==> config.mk <==
export PLATFORM = sky130hd
export DESIGN_NAME = rx_polling_timebase
export DESIGN_NICKNAME = d
export VERILOG_FILES = /design/src/logic/rx_poll_pkg.sv /design/src/logic/rx_polling_timebase.sv /design/src/logic/timebase_divider.sv
export SDC_FILE = /design/constraint.sdc
export NUM_CORES = 1
export LEC_CHECK = 0
export BUFFER_PORTS_ARGS = -buffer_cell sky130_fd_sc_hd__clkbuf_2
export CAP_MARGIN = 20
export CORE_MARGIN = 2
export CORE_UTILIZATION = 60
export CTS_BUF_LIST = sky130_fd_sc_hd__clkbuf_8
export CTS_CLUSTER_SIZE = 28
export DETAILED_ROUTE_END_ITERATION = 8
export GPL_TIMING_DRIVEN = 0
export HOLD_SLACK_MARGIN = 0.08
export PLACE_DENSITY = 0.89
export RECOVER_POWER = 50
export SYNTH_ARGS = -nofsm -noshare
export SYNTH_HDL_FRONTEND = slang
export SYNTH_HIERARCHICAL = 1
export SYNTH_SLANG_ARGS = --single-unit
==> constraint.sdc <==
create_clock -name clk -period 5 [get_ports clk]
set_clock_uncertainty 0.2 [all_clocks]
set_input_delay 0.25 -clock clk [delete_from_list [all_inputs] [get_ports clk]]
set_output_delay 0.25 -clock clk [all_outputs]
set_load 0.005 [all_outputs]
==> src/logic/rx_poll_pkg.sv <==
package rx_poll_pkg;
    // ==========================================================
    // Timing
    // ==========================================================
    localparam int CRYSTAL_PER_BASE = 16;
    localparam int SLEEP_UNIT_BASE = 1024;
    // Synthesizer start-up in half base periods (798.5 base periods)
    localparam int PLL_STARTUP_HALF_BASE = 1597;
    localparam int PLL_STARTUP_CYC = PLL_STARTUP_HALF_BASE * CRYSTAL_PER_BASE / 2;
    localparam int SIGPROC_BASE_R0 = 930;
    localparam int SIGPROC_BASE_R1 = 546;
    localparam int SIGPROC_BASE_R2 = 354;
    localparam int SIGPROC_BASE_R3 = 258;
    localparam int CNT_W = 24;
    localparam int INTV_W = 8;

    // ==========================================================
    // Register map
    // ==========================================================
    localparam logic [7:0] ADDR_CTRL = 8'h00;
    localparam logic [7:0] ADDR_SLEEP = 8'h04;
    localparam logic [7:0] ADDR_LIMIT = 8'h08;
    localparam logic [7:0] ADDR_STATUS = 8'h0C;

    localparam int CTRL_EN_BIT = 0;
    localparam int CTRL_EXTLIM_BIT = 1;
    localparam int CTRL_RANGE_LSB = 2;
    localparam int CTRL_NCHK_LSB = 4;
    localparam int SLEEP_CNT_LSB = 0;
    localparam int SLEEP_XF_LSB = 8;
    localparam int LIMIT_MIN_LSB = 0;
    localparam int LIMIT_MAX_LSB = 8;

    localparam logic [5:0] CTRL_RESET = 6'h00;
    localparam logic [4:0] SLEEP_CNT_RESET = 5'h01;
    localparam logic [7:0] SLEEP_XF_RESET = 8'h01;
    localparam logic [7:0] LIMIT_MIN_RESET = 8'h04;
    localparam logic [7:0] LIMIT_MAX_RESET = 8'h0C;

    typedef enum logic [2:0] {
        ST_OFF = 3'b000,
        ST_SLEEP = 3'b001,
        ST_PLL = 3'b010,
        ST_SIGPROC = 3'b011,
        ST_BITCHK = 3'b100,
        ST_RECEIVE = 3'b101
    } phase_e;
endpackage

==> src/logic/rx_polling_timebase.sv <==
`timescale 1ns/1ps
`default_nettype none
module rx_polling_timebase #(
    parameter int PLL_CYC = rx_poll_pkg::PLL_STARTUP_CYC, // Synth start-up in clocks
    parameter int SP_BASE0 = rx_poll_pkg::SIGPROC_BASE_R0, // Sigproc start-up, range 0
    parameter int SP_BASE1 = rx_poll_pkg::SIGPROC_BASE_R1, // Sigproc start-up, range 1
    parameter int SP_BASE2 = rx_poll_pkg::SIGPROC_BASE_R2, // Sigproc start-up, range 2
    parameter int SP_BASE3 = rx_poll_pkg::SIGPROC_BASE_R3, // Sigproc start-up, range 3
    parameter int SLEEP_UNIT = rx_poll_pkg::SLEEP_UNIT_BASE // Base periods per sleep unit
) (
    input wire logic clk, // 200 MHz crystal clock
    input wire logic nrst, // Asynchronous reset, active low
    input wire logic hsel, // AHB slave select
    input wire logic [31:0] haddr, // AHB address
    input wire logic [1:0] htrans, // AHB transfer type
    input wire logic hwrite, // AHB write
    input wire logic [2:0] hsize, // AHB size
    input wire logic [31:0] hwdata, // AHB write data
    input wire logic hready, // AHB bus ready
    output logic [31:0] hrdata, // AHB read data
    output logic hreadyout, // AHB slave ready
    output logic hresp, // AHB response
    input wire logic rxData, // Demodulated data from receive chain
    output logic synthOn, // Synthesizer powered
    output logic sigProcOn, // Signal processing powered
    output logic rxActive, // Bit-check passed, receiving
    output logic basePulse, // Base period tick
    output logic extPulse // Extended period tick
);
    import rx_poll_pkg::*;

    logic rstMeta_ff, rstN_ff;
    logic [5:0] ctrl_ff;
    logic [4:0] sleepCnt_ff;
    logic [7:0] sleepXf_ff;
    logic [7:0] limMin_ff, limMax_ff;
    logic wrPend_ff;
    logic [7:0] wrAddr_ff;
    logic [31:0] rdData_ff;
    logic [2:0] rxSync_ff;
    logic rxLevel_ff;
    phase_e state_ff, nxt_state;
    logic [CNT_W-1:0] phaseCnt_ff;
    logic [INTV_W-1:0] intv_ff;
    logic seenEdge_ff;
    logic [4:0] goodCnt_ff;
    logic enable, extendedLimitSelect, rxEdge, goodIntv;
    logic [1:0] range;
    logic [4:0] needGood;
    logic [CNT_W-1:0] sleepTarget, spTarget;
    logic [31:0] statusWord;

    function automatic logic [4:0] ext_factor(input logic xl, input logic [1:0] r);
        ext_factor = xl ? (5'h10 >> r) : (5'h08 >> r);
    endfunction

    function automatic logic [31:0] reg_read(input logic [7:0] a, input logic [31:0] st);
        case (a)
            ADDR_CTRL: reg_read = {26'h000_0000, ctrl_ff};
            ADDR_SLEEP: reg_read = {16'h0000, sleepXf_ff, 3'h0, sleepCnt_ff};
            ADDR_LIMIT: reg_read = {16'h0000, limMax_ff, limMin_ff};
            ADDR_STATUS: reg_read = st;
            default: reg_read = 32'h0000_0000;
        endcase
    endfunction

    // ==========================================================
    // Reset release
    // ==========================================================
    always_ff @(posedge clk or negedge nrst) begin
        if (!nrst) begin
            rstMeta_ff <= 1'b0;
            rstN_ff <= 1'b0;
        end else begin
            rstMeta_ff <= 1'b1;
            rstN_ff <= rstMeta_ff;
        end
    end

    assign enable = ctrl_ff[CTRL_EN_BIT];
    assign extendedLimitSelect = ctrl_ff[CTRL_EXTLIM_BIT];
    assign range = ctrl_ff[CTRL_RANGE_LSB +: 2];
    assign needGood = 5'({ctrl_ff[CTRL_NCHK_LSB +: 2], 1'b0}) * 5'h03; // Two edges per bit

    // ==========================================================
    // Timebase
    // ==========================================================
    timebase_divider #(
        .DIV(CRYSTAL_PER_BASE)
    ) u_div (
        .clk(clk),
        .rstN(rstN_ff),
        .extFactor(ext_factor(extendedLimitSelect, range)),
        .basePulse(basePulse),
        .extPulse(extPulse)
    );

    // ==========================================================
    // AHB-Lite slave, zero wait states
    // ==========================================================
    assign hreadyout = 1'b1;
    assign hresp = 1'b0;
    assign hrdata = rdData_ff;
    assign statusWord = {23'h00_0000, goodCnt_ff, 1'b0, state_ff};

    always_ff @(posedge clk or negedge rstN_ff) begin
        if (!rstN_ff) begin
            wrPend_ff <= 1'b0;
            wrAddr_ff <= 8'h00;
            rdData_ff <= 32'h0000_0000;
        end else begin
            wrPend_ff <= hsel && htrans[1] && hready && hwrite;
            if (hsel && htrans[1] && hready) begin
                wrAddr_ff <= {haddr[7:2], 2'b00};
                if (!hwrite) begin
                    rdData_ff <= reg_read({haddr[7:2], 2'b00}, statusWord);
                end
            end
        end
    end

    always_ff @(posedge clk or negedge rstN_ff) begin
        if (!rstN_ff) begin
            ctrl_ff <= CTRL_RESET;
            sleepCnt_ff <= SLEEP_CNT_RESET;
            sleepXf_ff <= SLEEP_XF_RESET;
            limMin_ff <= LIMIT_MIN_RESET;
            limMax_ff <= LIMIT_MAX_RESET;
        end else if (wrPend_ff) begin
            case (wrAddr_ff)
                ADDR_CTRL: ctrl_ff <= hwdata[5:0];
                ADDR_SLEEP: begin
                    sleepCnt_ff <= hwdata[SLEEP_CNT_LSB +: 5];
                    sleepXf_ff <= hwdata[SLEEP_XF_LSB +: 8];
                end
                ADDR_LIMIT: begin
                    limMin_ff <= hwdata[LIMIT_MIN_LSB +: 8];
                    limMax_ff <= hwdata[LIMIT_MAX_LSB +: 8];
                end
                default: ;
            endcase
        end
    end

    // ==========================================================
    // Data input synchroniser
    // ==========================================================
    always_ff @(posedge clk or negedge rstN_ff) begin
        if (!rstN_ff) begin
            rxSync_ff <= 3'b000;
            rxLevel_ff <= 1'b0;
        end else begin
            rxSync_ff <= {rxSync_ff[1:0], rxData};
            if (rxSync_ff[2] == rxSync_ff[1]) begin
                rxLevel_ff <= rxSync_ff[1];
            end
        end
    end
    assign rxEdge = (rxSync_ff[2] == rxSync_ff[1]) && (rxSync_ff[1] != rxLevel_ff);

    // ==========================================================
    // Phase sequencer
    // ==========================================================
    assign sleepTarget = CNT_W'(sleepCnt_ff * sleepXf_ff) * CNT_W'(SLEEP_UNIT);
    always_comb begin
        case (range)
            2'd0: spTarget = CNT_W'(SP_BASE0);
            2'd1: spTarget = CNT_W'(SP_BASE1);
            2'd2: spTarget = CNT_W'(SP_BASE2);
            default: spTarget = CNT_W'(SP_BASE3);
        endcase
    end
    assign goodIntv = (intv_ff >= limMin_ff) && (intv_ff <= limMax_ff);

    always_comb begin
        nxt_state = state_ff;
        case (state_ff)
            ST_OFF: if (enable) nxt_state = ST_SLEEP;
            ST_SLEEP: if (phaseCnt_ff >= sleepTarget) nxt_state = ST_PLL;
            ST_PLL: if (phaseCnt_ff == CNT_W'(PLL_CYC - 1)) nxt_state = ST_SIGPROC;
            ST_SIGPROC: if (phaseCnt_ff >= spTarget) nxt_state = ST_BITCHK;
            ST_BITCHK: begin
                if (goodCnt_ff >= needGood) begin
                    nxt_state = ST_RECEIVE;
                end else if (intv_ff > limMax_ff) begin
                    nxt_state = ST_SLEEP;
                end else if (rxEdge && seenEdge_ff && !goodIntv) begin
                    nxt_state = ST_SLEEP;
                end
            end
            ST_RECEIVE: ;
            default: nxt_state = ST_OFF;
        endcase
        if (!enable) begin
            nxt_state = ST_OFF;
        end
    end

    always_ff @(posedge clk or negedge rstN_ff) begin
        if (!rstN_ff) begin
            state_ff <= ST_OFF;
        end else begin
            state_ff <= nxt_state;
        end
    end

    // Sleep and sigproc count base periods, synth start-up counts clocks for the half period
    always_ff @(posedge clk or negedge rstN_ff) begin
        if (!rstN_ff) begin
            phaseCnt_ff <= '0;
        end else if (nxt_state != state_ff) begin
            phaseCnt_ff <= '0;
        end else if (state_ff == ST_PLL || basePulse) begin
            phaseCnt_ff <= phaseCnt_ff + 1'b1;
        end
    end

    // Edge interval in extended periods; timeout also covers no first edge
    always_ff @(posedge clk or negedge rstN_ff) begin
        if (!rstN_ff) begin
            intv_ff <= '0;
            seenEdge_ff <= 1'b0;
            goodCnt_ff <= 5'h00;
        end else if (state_ff != ST_BITCHK) begin
            intv_ff <= '0;
            seenEdge_ff <= 1'b0;
            goodCnt_ff <= 5'h00;
        end else if (rxEdge) begin
            intv_ff <= '0;
            seenEdge_ff <= 1'b1;
            if (seenEdge_ff && goodIntv) begin
                goodCnt_ff <= goodCnt_ff + 5'h01;
            end
        end else if (extPulse && intv_ff != '1) begin
            intv_ff <= intv_ff + 1'b1;
        end
    end

    assign synthOn = (state_ff == ST_PLL) || (state_ff == ST_SIGPROC) || (state_ff == ST_BITCHK)
        || (state_ff == ST_RECEIVE);
    assign sigProcOn = (state_ff == ST_SIGPROC) || (state_ff == ST_BITCHK) || (state_ff == ST_RECEIVE);
    assign rxActive = (state_ff == ST_RECEIVE);

    // ==========================================================
    // Checks
    // ==========================================================
    chk_base_spacing: assert property (@(posedge clk) disable iff (!rstN_ff)
        basePulse |-> ##16 basePulse) else $error("base tick not every 16 clocks");
    chk_base_quiet: assert property (@(posedge clk) disable iff (!rstN_ff)
        basePulse |=> (!basePulse)[*8] ##1 (!basePulse)[*7]) else $error("base tick too early");
    chk_ext_on_base: assert property (@(posedge clk) disable iff (!rstN_ff)
        extPulse |-> basePulse) else $error("extended tick off base tick");
    chk_sleep_length: assert property (@(posedge clk) disable iff (!rstN_ff)
        (state_ff == ST_PLL && $past(state_ff) == ST_SLEEP) |-> $past(phaseCnt_ff) >= $past(sleepTarget))
        else $error("sleep ended early");
    chk_pll_length: assert property (@(posedge clk) disable iff (!rstN_ff)
        (state_ff == ST_SIGPROC && $past(state_ff) == ST_PLL) |-> $past(phaseCnt_ff) == CNT_W'(PLL_CYC - 1))
        else $error("synth start-up wrong length");
    chk_sigproc_length: assert property (@(posedge clk) disable iff (!rstN_ff)
        (state_ff == ST_BITCHK && $past(state_ff) == ST_SIGPROC) |-> $past(phaseCnt_ff) == $past(spTarget))
        else $error("sigproc start-up wrong length");
    chk_check_pass: assert property (@(posedge clk) disable iff (!rstN_ff)
        $rose(rxActive) |-> $past(goodCnt_ff) == $past(needGood)) else $error("bit-check pass miscounted");
    chk_check_timeout: assert property (@(posedge clk) disable iff (!rstN_ff)
        (state_ff == ST_BITCHK && enable && intv_ff > limMax_ff && goodCnt_ff < needGood) |=> state_ff == ST_SLEEP)
        else $error("bit-check did not abort");
    chk_phase_order: assert property (@(posedge clk) disable iff (!rstN_ff)
        (state_ff == ST_PLL && $past(state_ff) != ST_PLL) |-> $past(state_ff) == ST_SLEEP)
        else $error("synth start-up out of order");
    chk_bus_okay: assert property (@(posedge clk) disable iff (!rstN_ff)
        hreadyout && !hresp) else $error("bus answer not OKAY");
endmodule
`default_nettype wire

==> src/logic/timebase_divider.sv <==
`timescale 1ns/1ps
`default_nettype none
module timebase_divider #(
    parameter int DIV = 16
) (
    input wire logic clk, // Crystal clock
    input wire logic rstN, // Synchronised reset
    input wire logic [4:0] extFactor, // Extended multiplier, 1..16
    output logic basePulse, // One cycle every DIV clocks
    output logic extPulse // One cycle every extFactor base pulses
);
    logic [$clog2(DIV)-1:0] divCnt_ff;
    logic [4:0] extCnt_ff;

    // ==========================================================
    // Base period divider
    // ==========================================================
    always_ff @(posedge clk or negedge rstN) begin
        if (!rstN) begin
            divCnt_ff <= '0;
        end else if (divCnt_ff == $clog2(DIV)'(DIV - 1)) begin
            divCnt_ff <= '0;
        end else begin
            divCnt_ff <= divCnt_ff + 1'b1;
        end
    end
    assign basePulse = (divCnt_ff == $clog2(DIV)'(DIV - 1));

    // ==========================================================
    // Extended period, counted in base pulses
    // ==========================================================
    always_ff @(posedge clk or negedge rstN) begin
        if (!rstN) begin
            extCnt_ff <= 5'h00;
        end else if (basePulse) begin
            if (extCnt_ff + 5'h01 >= extFactor) begin
                extCnt_ff <= 5'h00;
            end else begin
                extCnt_ff <= extCnt_ff + 5'h01;
            end
        end
    end
    assign extPulse = basePulse && (extCnt_ff + 5'h01 >= extFactor);
endmodule
`default_nettype wire
==> results.ini, run 1 <==
[power_and_ir_drop]
seq_power_share_pct = 41.8
combPwrFrac_pct = 23.3
power_density_mw_per_mm2 = 272
p_switching_uw = 818
ir_drop_v = 0.000295
p_clk_share_pct = 35.0
internal-power_uw = 1760
swShare_pct = 31.7
leakagePower_uw = 0.00444

[drt]
vias = 6827
dr.first_iter.drc_count = 719
wl_per_cell_um = 18.9
wl_um = 21300
vias_per_cell = 6.05
drc_errors = 0
ant_nets = 0
drt-pass1-iter-count = 5

[sta]
hold_viol = 0
relSlewSlack_pct = -55.3
fin_crit_ns = 5.67
fmax_ghz = 0.176
hold_slack_ns = 0.0803
tightest_slew_ns = 2.33
setup_ws_ns = -0.671
drv_slew = 60
setup_violations = 26
rsz0062_at_grt = true
min_period_over_period_pct = 113

[worst_setup_path]
critPathMaxFanout = 6
r2r_start = sleepXf_ff[0]$_DFFE_PN1P_
crit_required_ns = 5.17
cp_slowest_cell = dfstp_2
critPathTopFamily = adder cells
critical_path_class = register to register
start_kind = register
rrSetupSlack_ns = -0.67
crit_path_end_kind = register
worstRegToRegCells = 20
worstReg2RegEnd = phaseCnt_ff[4]$_DFFE_PN0P_
critPathMaxStageDelay_ns = 0.59
crit_chain = nand2_2 > fa_1 > fa_1 > fa_1 > inv_2 > ha_4 > a21oi_4 > o21ai_2 > a21oi_2 > o21ai_2 > or4_1 > and3_4 > ha_4 > a21o_1 > a211oi_2 > o21ai_2 > a21o_1 > a221o_4 > buf_4 > nor3b_4
arrival_ns = 5.84
path_buf_inv = 2

[grt]
use_met3_pct = 6.42
grt_use_total_pct = 30.5
first_global_vias = 6927
met2_usage_pct = 50.5
antenna_found_initial = 0
met1_usage_pct = 36.3
grt_pass1_wl_um = 33900
overflow = 0
top_usage_layer = met2
grt_max_degree = 60

[logic_synthesis]
synth_flop_cell = dfrtp_1
ys_seq_elements = 114
synthArstFlopShare_pct = 100
synth-edff-count = 0
yosysSeqAreaShare_pct = 36.4
avgSynthCellArea_um2 = 9.71
synthCells = 810
yosys_warnings = 6
synth_cell_type_count = 69
netlist_area_mm2 = 0.00786

[hold_path]
hold_path_end = wrPend_ff$_DFF_PN0_
holdPathStages = 3
min-delay-start = hready
min-delay-path-class = input port to register

[floorplan]
die_area_mm2 = 0.0140
start_util_pct = 61.8
io_pins = 114
rows = 41
core-area_mm2 = 0.0127
die_x_um = 118
die_height_um = 118

[job]
maxCapViolations = 1

[clock_tree]
htreeDepth = 4
cts_tree = yes
clk_latency_ns = 0.46
clockBufferDepth = 2
cts-root-buf = clkbuf_8
cts_made_buffers = 17
cts.sink_count = 114
clk_pin_slew_ns = 0.08

[outcome]
violations = capacitance limit, slew limit, setup timing
status = finished with violations

[layout]
seq_area_mm2 = 0.00286
post_route_cells_drive_above_1_share_pct = 22.3
multi_input_area_mm2 = 0.00474
syn2layout_area_growth_pct = 20.5
nFillCells = 854
postLayoutCellArea_mm2 = 0.00948
nNetsFinal = 1111
mostFrequentLayoutCell = dfrtp_1
antenna_cells = 0
final_util_pct = 74.5
final_cell_mix = dfrtp_1, nand2_1, inv_1

[placement]
placed_area_mm2 = 0.00848
dpl.hpwl_um = 13300
port_buffers = 49
globalplace.congestion = 0.880

## stage by stage
step	power, uW	setup TNS [ns]	setup slack, ns	cells
final	2580	-15.28	-0.671	1128
after global routing	2680	-19.95	-0.843	1128
after CTS	2500	-10.09	-0.494	1118
after detailed placement	1540	-18.49	-0.801	1049
after global placement	1510	-15.57	-0.704	1048
after floorplan	1410	-3.66	-0.207	827
## routing by layer
metal,up-vias,share of wire (%)
li1,3041,-
met2,369,49
met5,-,0
met4,0,6.2
met3,125,6.9
met1,3292,38
## state kept, by name (all words and copies together) (netlist names), 5 cells and up
| name | cells |
|---|---|
| ctrl_ff | 6 |
| goodCnt_ff | 5 |
| hrdata | 16 |
| intv_ff | 8 |
| limMax_ff | 8 |
| limMin_ff | 8 |
| phaseCnt_ff | 24 |
| sleepCnt_ff | 5 |
| sleepXf_ff | 8 |
| u_div/extCnt_ff | 5 |
| wrAddr_ff | 6 |
## tightest hold or removal path, cell delays in order
cell,delay (ns)
clkbuf_2,0.08
nand3_1,0.29
nor2_1,0.07
## synth_stat cells (3+ instances only)
| cell | n | area share [%] |
|---|---|---|
| buf_1 | 3 | 0.14 |
| dfrtp_1 | 109 | 35 |
| ha_1 | 75 | 12 |
| a21oi_1 | 27 | 1.7 |
| a22oi_1 | 10 | 0.95 |
| mux2i_1 | 4 | 0.51 |
| xnor2_1 | 27 | 3.0 |
| buf_4 | 18 | 1.7 |
| or2_2 | 3 | 0.24 |
| nor2b_1 | 10 | 0.80 |
| nor4_1 | 8 | 0.64 |
| nor3_1 | 14 | 0.89 |
| nand3_1 | 18 | 1.1 |
| nand4_1 | 15 | 1.2 |
| xor2_1 | 14 | 1.6 |
| inv_1 | 74 | 3.5 |
| nor3b_1 | 9 | 0.86 |
| a211oi_1 | 4 | 0.38 |
| mux2_2 | 26 | 3.7 |
| nand2_1 | 81 | 3.9 |
| o21ai_0 | 52 | 3.3 |
| nor3_2 | 17 | 2.2 |
| nor2_1 | 36 | 1.7 |
| clkbuf_1 | 17 | 0.81 |
| buf_6 | 3 | 0.43 |
| o21a_1 | 5 | 0.48 |
| dfstp_2 | 5 | 1.7 |
| and2_1 | 34 | 2.7 |
| nor3b_2 | 3 | 0.48 |
| fa_1 | 18 | 4.6 |
| nand2b_1 | 7 | 0.56 |
| a22o_1 | 4 | 0.45 |
| or3_1 | 3 | 0.24 |
| and3_1 | 7 | 0.56 |
| o211ai_1 | 3 | 0.29 |
| a21o_1 | 4 | 0.38 |
| mux4_2 | 4 | 1.1 |
## power groups by stage
stage	Sequential [uW]	Combinational [uW]	Clock, uW
after detailed placement	1090	453	0
after CTS	1070	528	902
after floorplan	1070	344	0
after global routing	1080	646	951
final	1080	600	903
after global placement	1090	421	0
## what timing repair did
action                                 4_1_cts  5_1_grt
setup buffers                               12        8
gates resized for setup                     19       21
hold buffers                                24        0
setup endpoints to repair                   26       26
endpoints found under the hold margin       43        0
cloned                                       1        1
pin swaps                                    5       20
## cells by family (layout without fill, tap and decap cells)
group	after synthesis	after routing	synth area share (%)
and+or+nand+nor	274	274	19.1
AOI/OAI and AO/OA	134	134	11.1
buffers and inverters	117	246	6.76
DFF	114	114	36.4
adders and majority gates	94	94	16.6
xor gates and xnor gates	41	41	4.57
muxes	34	34	5.38
other	2	19	0.0955
## final cells by class
cell class / instances / share of cell area (%)
Multi-Input combinational cell: 596 / 50.0
Sequential cell: 114 / 30.2
Timing Repair Buffer: 97 / 7.33
Buffer: 43 / 3.00
Inverter: 74 / 2.93
Clock buffer: 20 / 2.90
Tap cell: 172 / 2.27
Clock inverter: 12 / 1.39
## how the worst max path moves through the flow
stage                                        endpoint  cells after the start  slack (ns)                       start
after floorplan           phaseCnt_ff[10]$_DFFE_PN0P_                     20       -0.21   sleepXf_ff[0]$_DFFE_PN1P_
after global placement     phaseCnt_ff[8]$_DFFE_PN0P_                     20       -0.70  sleepCnt_ff[2]$_DFFE_PN0P_
after detailed placement  phaseCnt_ff[19]$_DFFE_PN0P_                     20       -0.80  sleepCnt_ff[2]$_DFFE_PN0P_
after CTS                 phaseCnt_ff[20]$_DFFE_PN0P_                     20       -0.49   sleepXf_ff[0]$_DFFE_PN1P_
after global routing       phaseCnt_ff[6]$_DFFE_PN0P_                     21       -0.84   sleepXf_ff[0]$_DFFE_PN1P_
final                      phaseCnt_ff[4]$_DFFE_PN0P_                     20       -0.67   sleepXf_ff[0]$_DFFE_PN1P_
No activity file was read; power rests on OpenSTA's default activity.
==> run 2, diff against run 1 <==
- MAX_ROUTING_LAYER: unset -> met4
==> results.ini, run 2 (synthesized netlist as in run 1, its figures left out) <==
[layout]
antenna_cells = 0  ; unchanged
syn2layout_area_growth_pct = 20.5  ; unchanged
mostFrequentLayoutCell = dfrtp_1
post_route_cells_drive_above_1_share_pct = 22.3  ; unchanged
regMostFlops = phaseCnt_ff
nNetsFinal = 1111  ; unchanged
final_cell_mix = dfrtp_1, nand2_1, inv_1
final_cells = 1128  ; unchanged
final_util_pct = 74.5  ; unchanged
largest_reg_flops = 24  ; unchanged

[placement]
port_buffers = 49  ; unchanged
pre_cts_slack_ns = -0.801  ; unchanged
globalplace.congestion = 0.894  ; +1.7%
post-place-cells = 1049  ; unchanged
dpl.hpwl_um = 13300  ; unchanged

[clock_tree]
htreeDepth = 4  ; unchanged
clk_latency_ns = 0.47  ; about the same
clockBufferDepth = 2  ; unchanged
cts-root-buf = clkbuf_8
cts_tree = yes
cts.sink_count = 114  ; unchanged
clk_pin_slew_ns = 0.08  ; about the same
cts_made_buffers = 17  ; unchanged

[worst_setup_path]
crit_chain = nand2_2 > fa_1 > fa_1 > fa_1 > inv_2 > ha_4 > nor2b_1 > o21ai_1 > a21oi_2 > o21ai_2 > a21oi_2 > nor2_1 > xor2_1 > ha_1 > a21o_1 > a211oi_2 > o21ai_2 > a21o_1 > a221o_4 > buf_4 > nor3b_4
cp_slowest_cell = dfstp_2
crit_path_end_kind = register
worstRegToRegCells = 21  ; +5.0%
critPathMaxFanout = 6  ; unchanged
critPathMaxStageDelay_ns = 0.59  ; about the same
critical_path_depth = 21  ; +5.0%
path_buf_inv = 2  ; unchanged
start_kind = register
critPathTopFamily = adder cells
critical_path_class = register to register
crit_required_ns = 5.18  ; about the same
arrival_ns = 5.85  ; about the same
cp_common_cell = fa_1

[sta]
hold_viol = 0  ; unchanged
relSlewSlack_pct = -56.3  ; -1.0 points
min_period_over_period_pct = 113  ; about the same
fin_crit_ns = 5.67  ; -0.00515 ns
tightest_slew_ns = 2.34  ; +0.0151 ns
drv_slew = 60  ; unchanged
rsz0062_at_grt = true
hold_slack_ns = 0.0745  ; -0.00582 ns
setup_ws_ns = -0.666  ; +0.00515 ns
setup_violations = 26  ; unchanged
fmax_ghz = 0.177  ; about the same

[grt]
grt_use_total_pct = 31.4  ; +0.86 points
grt_max_degree = 60  ; unchanged
overflow = 0  ; unchanged
antenna_found_initial = 0  ; unchanged
grt_pass1_wl_um = 33800  ; -0.19%
first_global_vias = 6938  ; +0.16%

[drt]
vias_per_cell = 6.02  ; -0.60%
drt-pass1-iter-count = 6  ; +1
dr.first_iter.drc_count = 566  ; -21%
vias = 6786  ; -0.60%
drc_errors = 0  ; unchanged
wl_per_cell_um = 18.6  ; -1.6%
wl_um = 21000  ; -1.6%
ant_nets = 0  ; unchanged

[outcome]
status = finished with violations
violations = capacitance limit, slew limit, setup timing

[hold_path]
holdPathStages = 3  ; unchanged
min-delay-path-class = input port to register

[floorplan]
core-area_mm2 = 0.0127  ; unchanged
die_area_mm2 = 0.0140  ; unchanged
die_height_um = 118  ; unchanged
io_pins = 114  ; unchanged
start_util_pct = 61.8  ; unchanged
rows = 41  ; unchanged
die_x_um = 118  ; unchanged

[power_and_ir_drop]
ir_drop_v = 0.000298  ; +1.2%
power_density_mw_per_mm2 = 272  ; about the same
power_uw = 2580  ; about the same
leakagePower_uw = 0.00444  ; unchanged

[job]
maxCapViolations = 1  ; unchanged

run 2: cell counts in the layout (fill, tap and decap cells not counted):
Identical to the previous run, type by type.
run 2: cell type report:
cell class	count	area, um^2
repair buffers	97	694
multi-input cells	596	4740
inverters	74	278
well taps	172	215
plain buffers	43	284
flip-flops and latches	114	2860
fillers	851	3240
clock buffers	20	275
clock inverters	12	131
run 2: final timing paths:
kind | from | end | slack [ns]
max in group asynchronous | rstN_ff$_DFF_PN0_ | sleepXf_ff[2]$_DFFE_PN0P_ | 1.42
max reg2reg | sleepXf_ff[0]$_DFFE_PN1P_ | phaseCnt_ff[4]$_DFFE_PN0P_ | -0.67
max | sleepXf_ff[0]$_DFFE_PN1P_ | phaseCnt_ff[4]$_DFFE_PN0P_ | -0.67
min reg2reg | rstMeta_ff$_DFF_PN0_ | rstN_ff$_DFF_PN0_ | 0.15
min in group asynchronous | nrst | rstN_ff$_DFF_PN0_ | 0.43
min | hready | wrPend_ff$_DFF_PN0_ | 0.07
run 2: per-layer routing:
| metal | up-vias | share of wire (%) | global-route usage, % |
|---|---|---|---|
| met5 | - | 0 | - |
| met4 | 0 | 5.7 | 19.1 |
| met3 | 113 | 6.2 | 6.42 |
| met2 | 354 | 49 | 50.6 |
| met1 | 3281 | 39 | 36.1 |
| li1 | 3038 | - | - |
run 2: what timing repair did:
| action | 4_1_cts | 5_1_grt |
|---|---|---|
| pin swaps | 5 | 20 |
| hold buffers | 24 | 0 |
| setup buffers | 12 | 8 |
| gates cloned | 1 | 1 |
| endpoints found under the setup margin | 26 | 26 |
| hold endpoints to repair | 43 | 0 |
| gates resized for setup | 19 | 21 |
run 2: power by group:
part / internal [uW] / total, uW / switching, uW / leakage [uW]
clock: 482 / 905 / 423 / 0.000203
combinational: 287 / 601 / 314 / 0.00277
sequential: 995 / 1080 / 82.1 / 0.00147
run 2: through the flow:
step           TNS, ns  cell area (um^2)
4_1_cts         -10.09              9330
6_report        -15.24              9480
3_3_place_gp    -15.57              8450
2_1_floorplan    -3.66              7990
5_1_grt         -20.50              9480
3_5_place_dp    -18.49              8480
run 2: worst reg2reg max path: stages, from the launching register on:
cell      delay (ns)
dfstp_2         0.59
nand2_2         0.09
fa_1            0.56
fa_1            0.45
fa_1            0.54
inv_2           0.05
ha_4            0.28
nor2b_1         0.12
o21ai_1         0.12
a21oi_2         0.18
o21ai_2         0.10
a21oi_2         0.20
nor2_1          0.09
xor2_1          0.17
ha_1            0.20
a21o_1          0.18
a211oi_2        0.23
o21ai_2         0.13
a21o_1          0.21
a221o_4         0.52
buf_4           0.18
nor3b_4         0.18
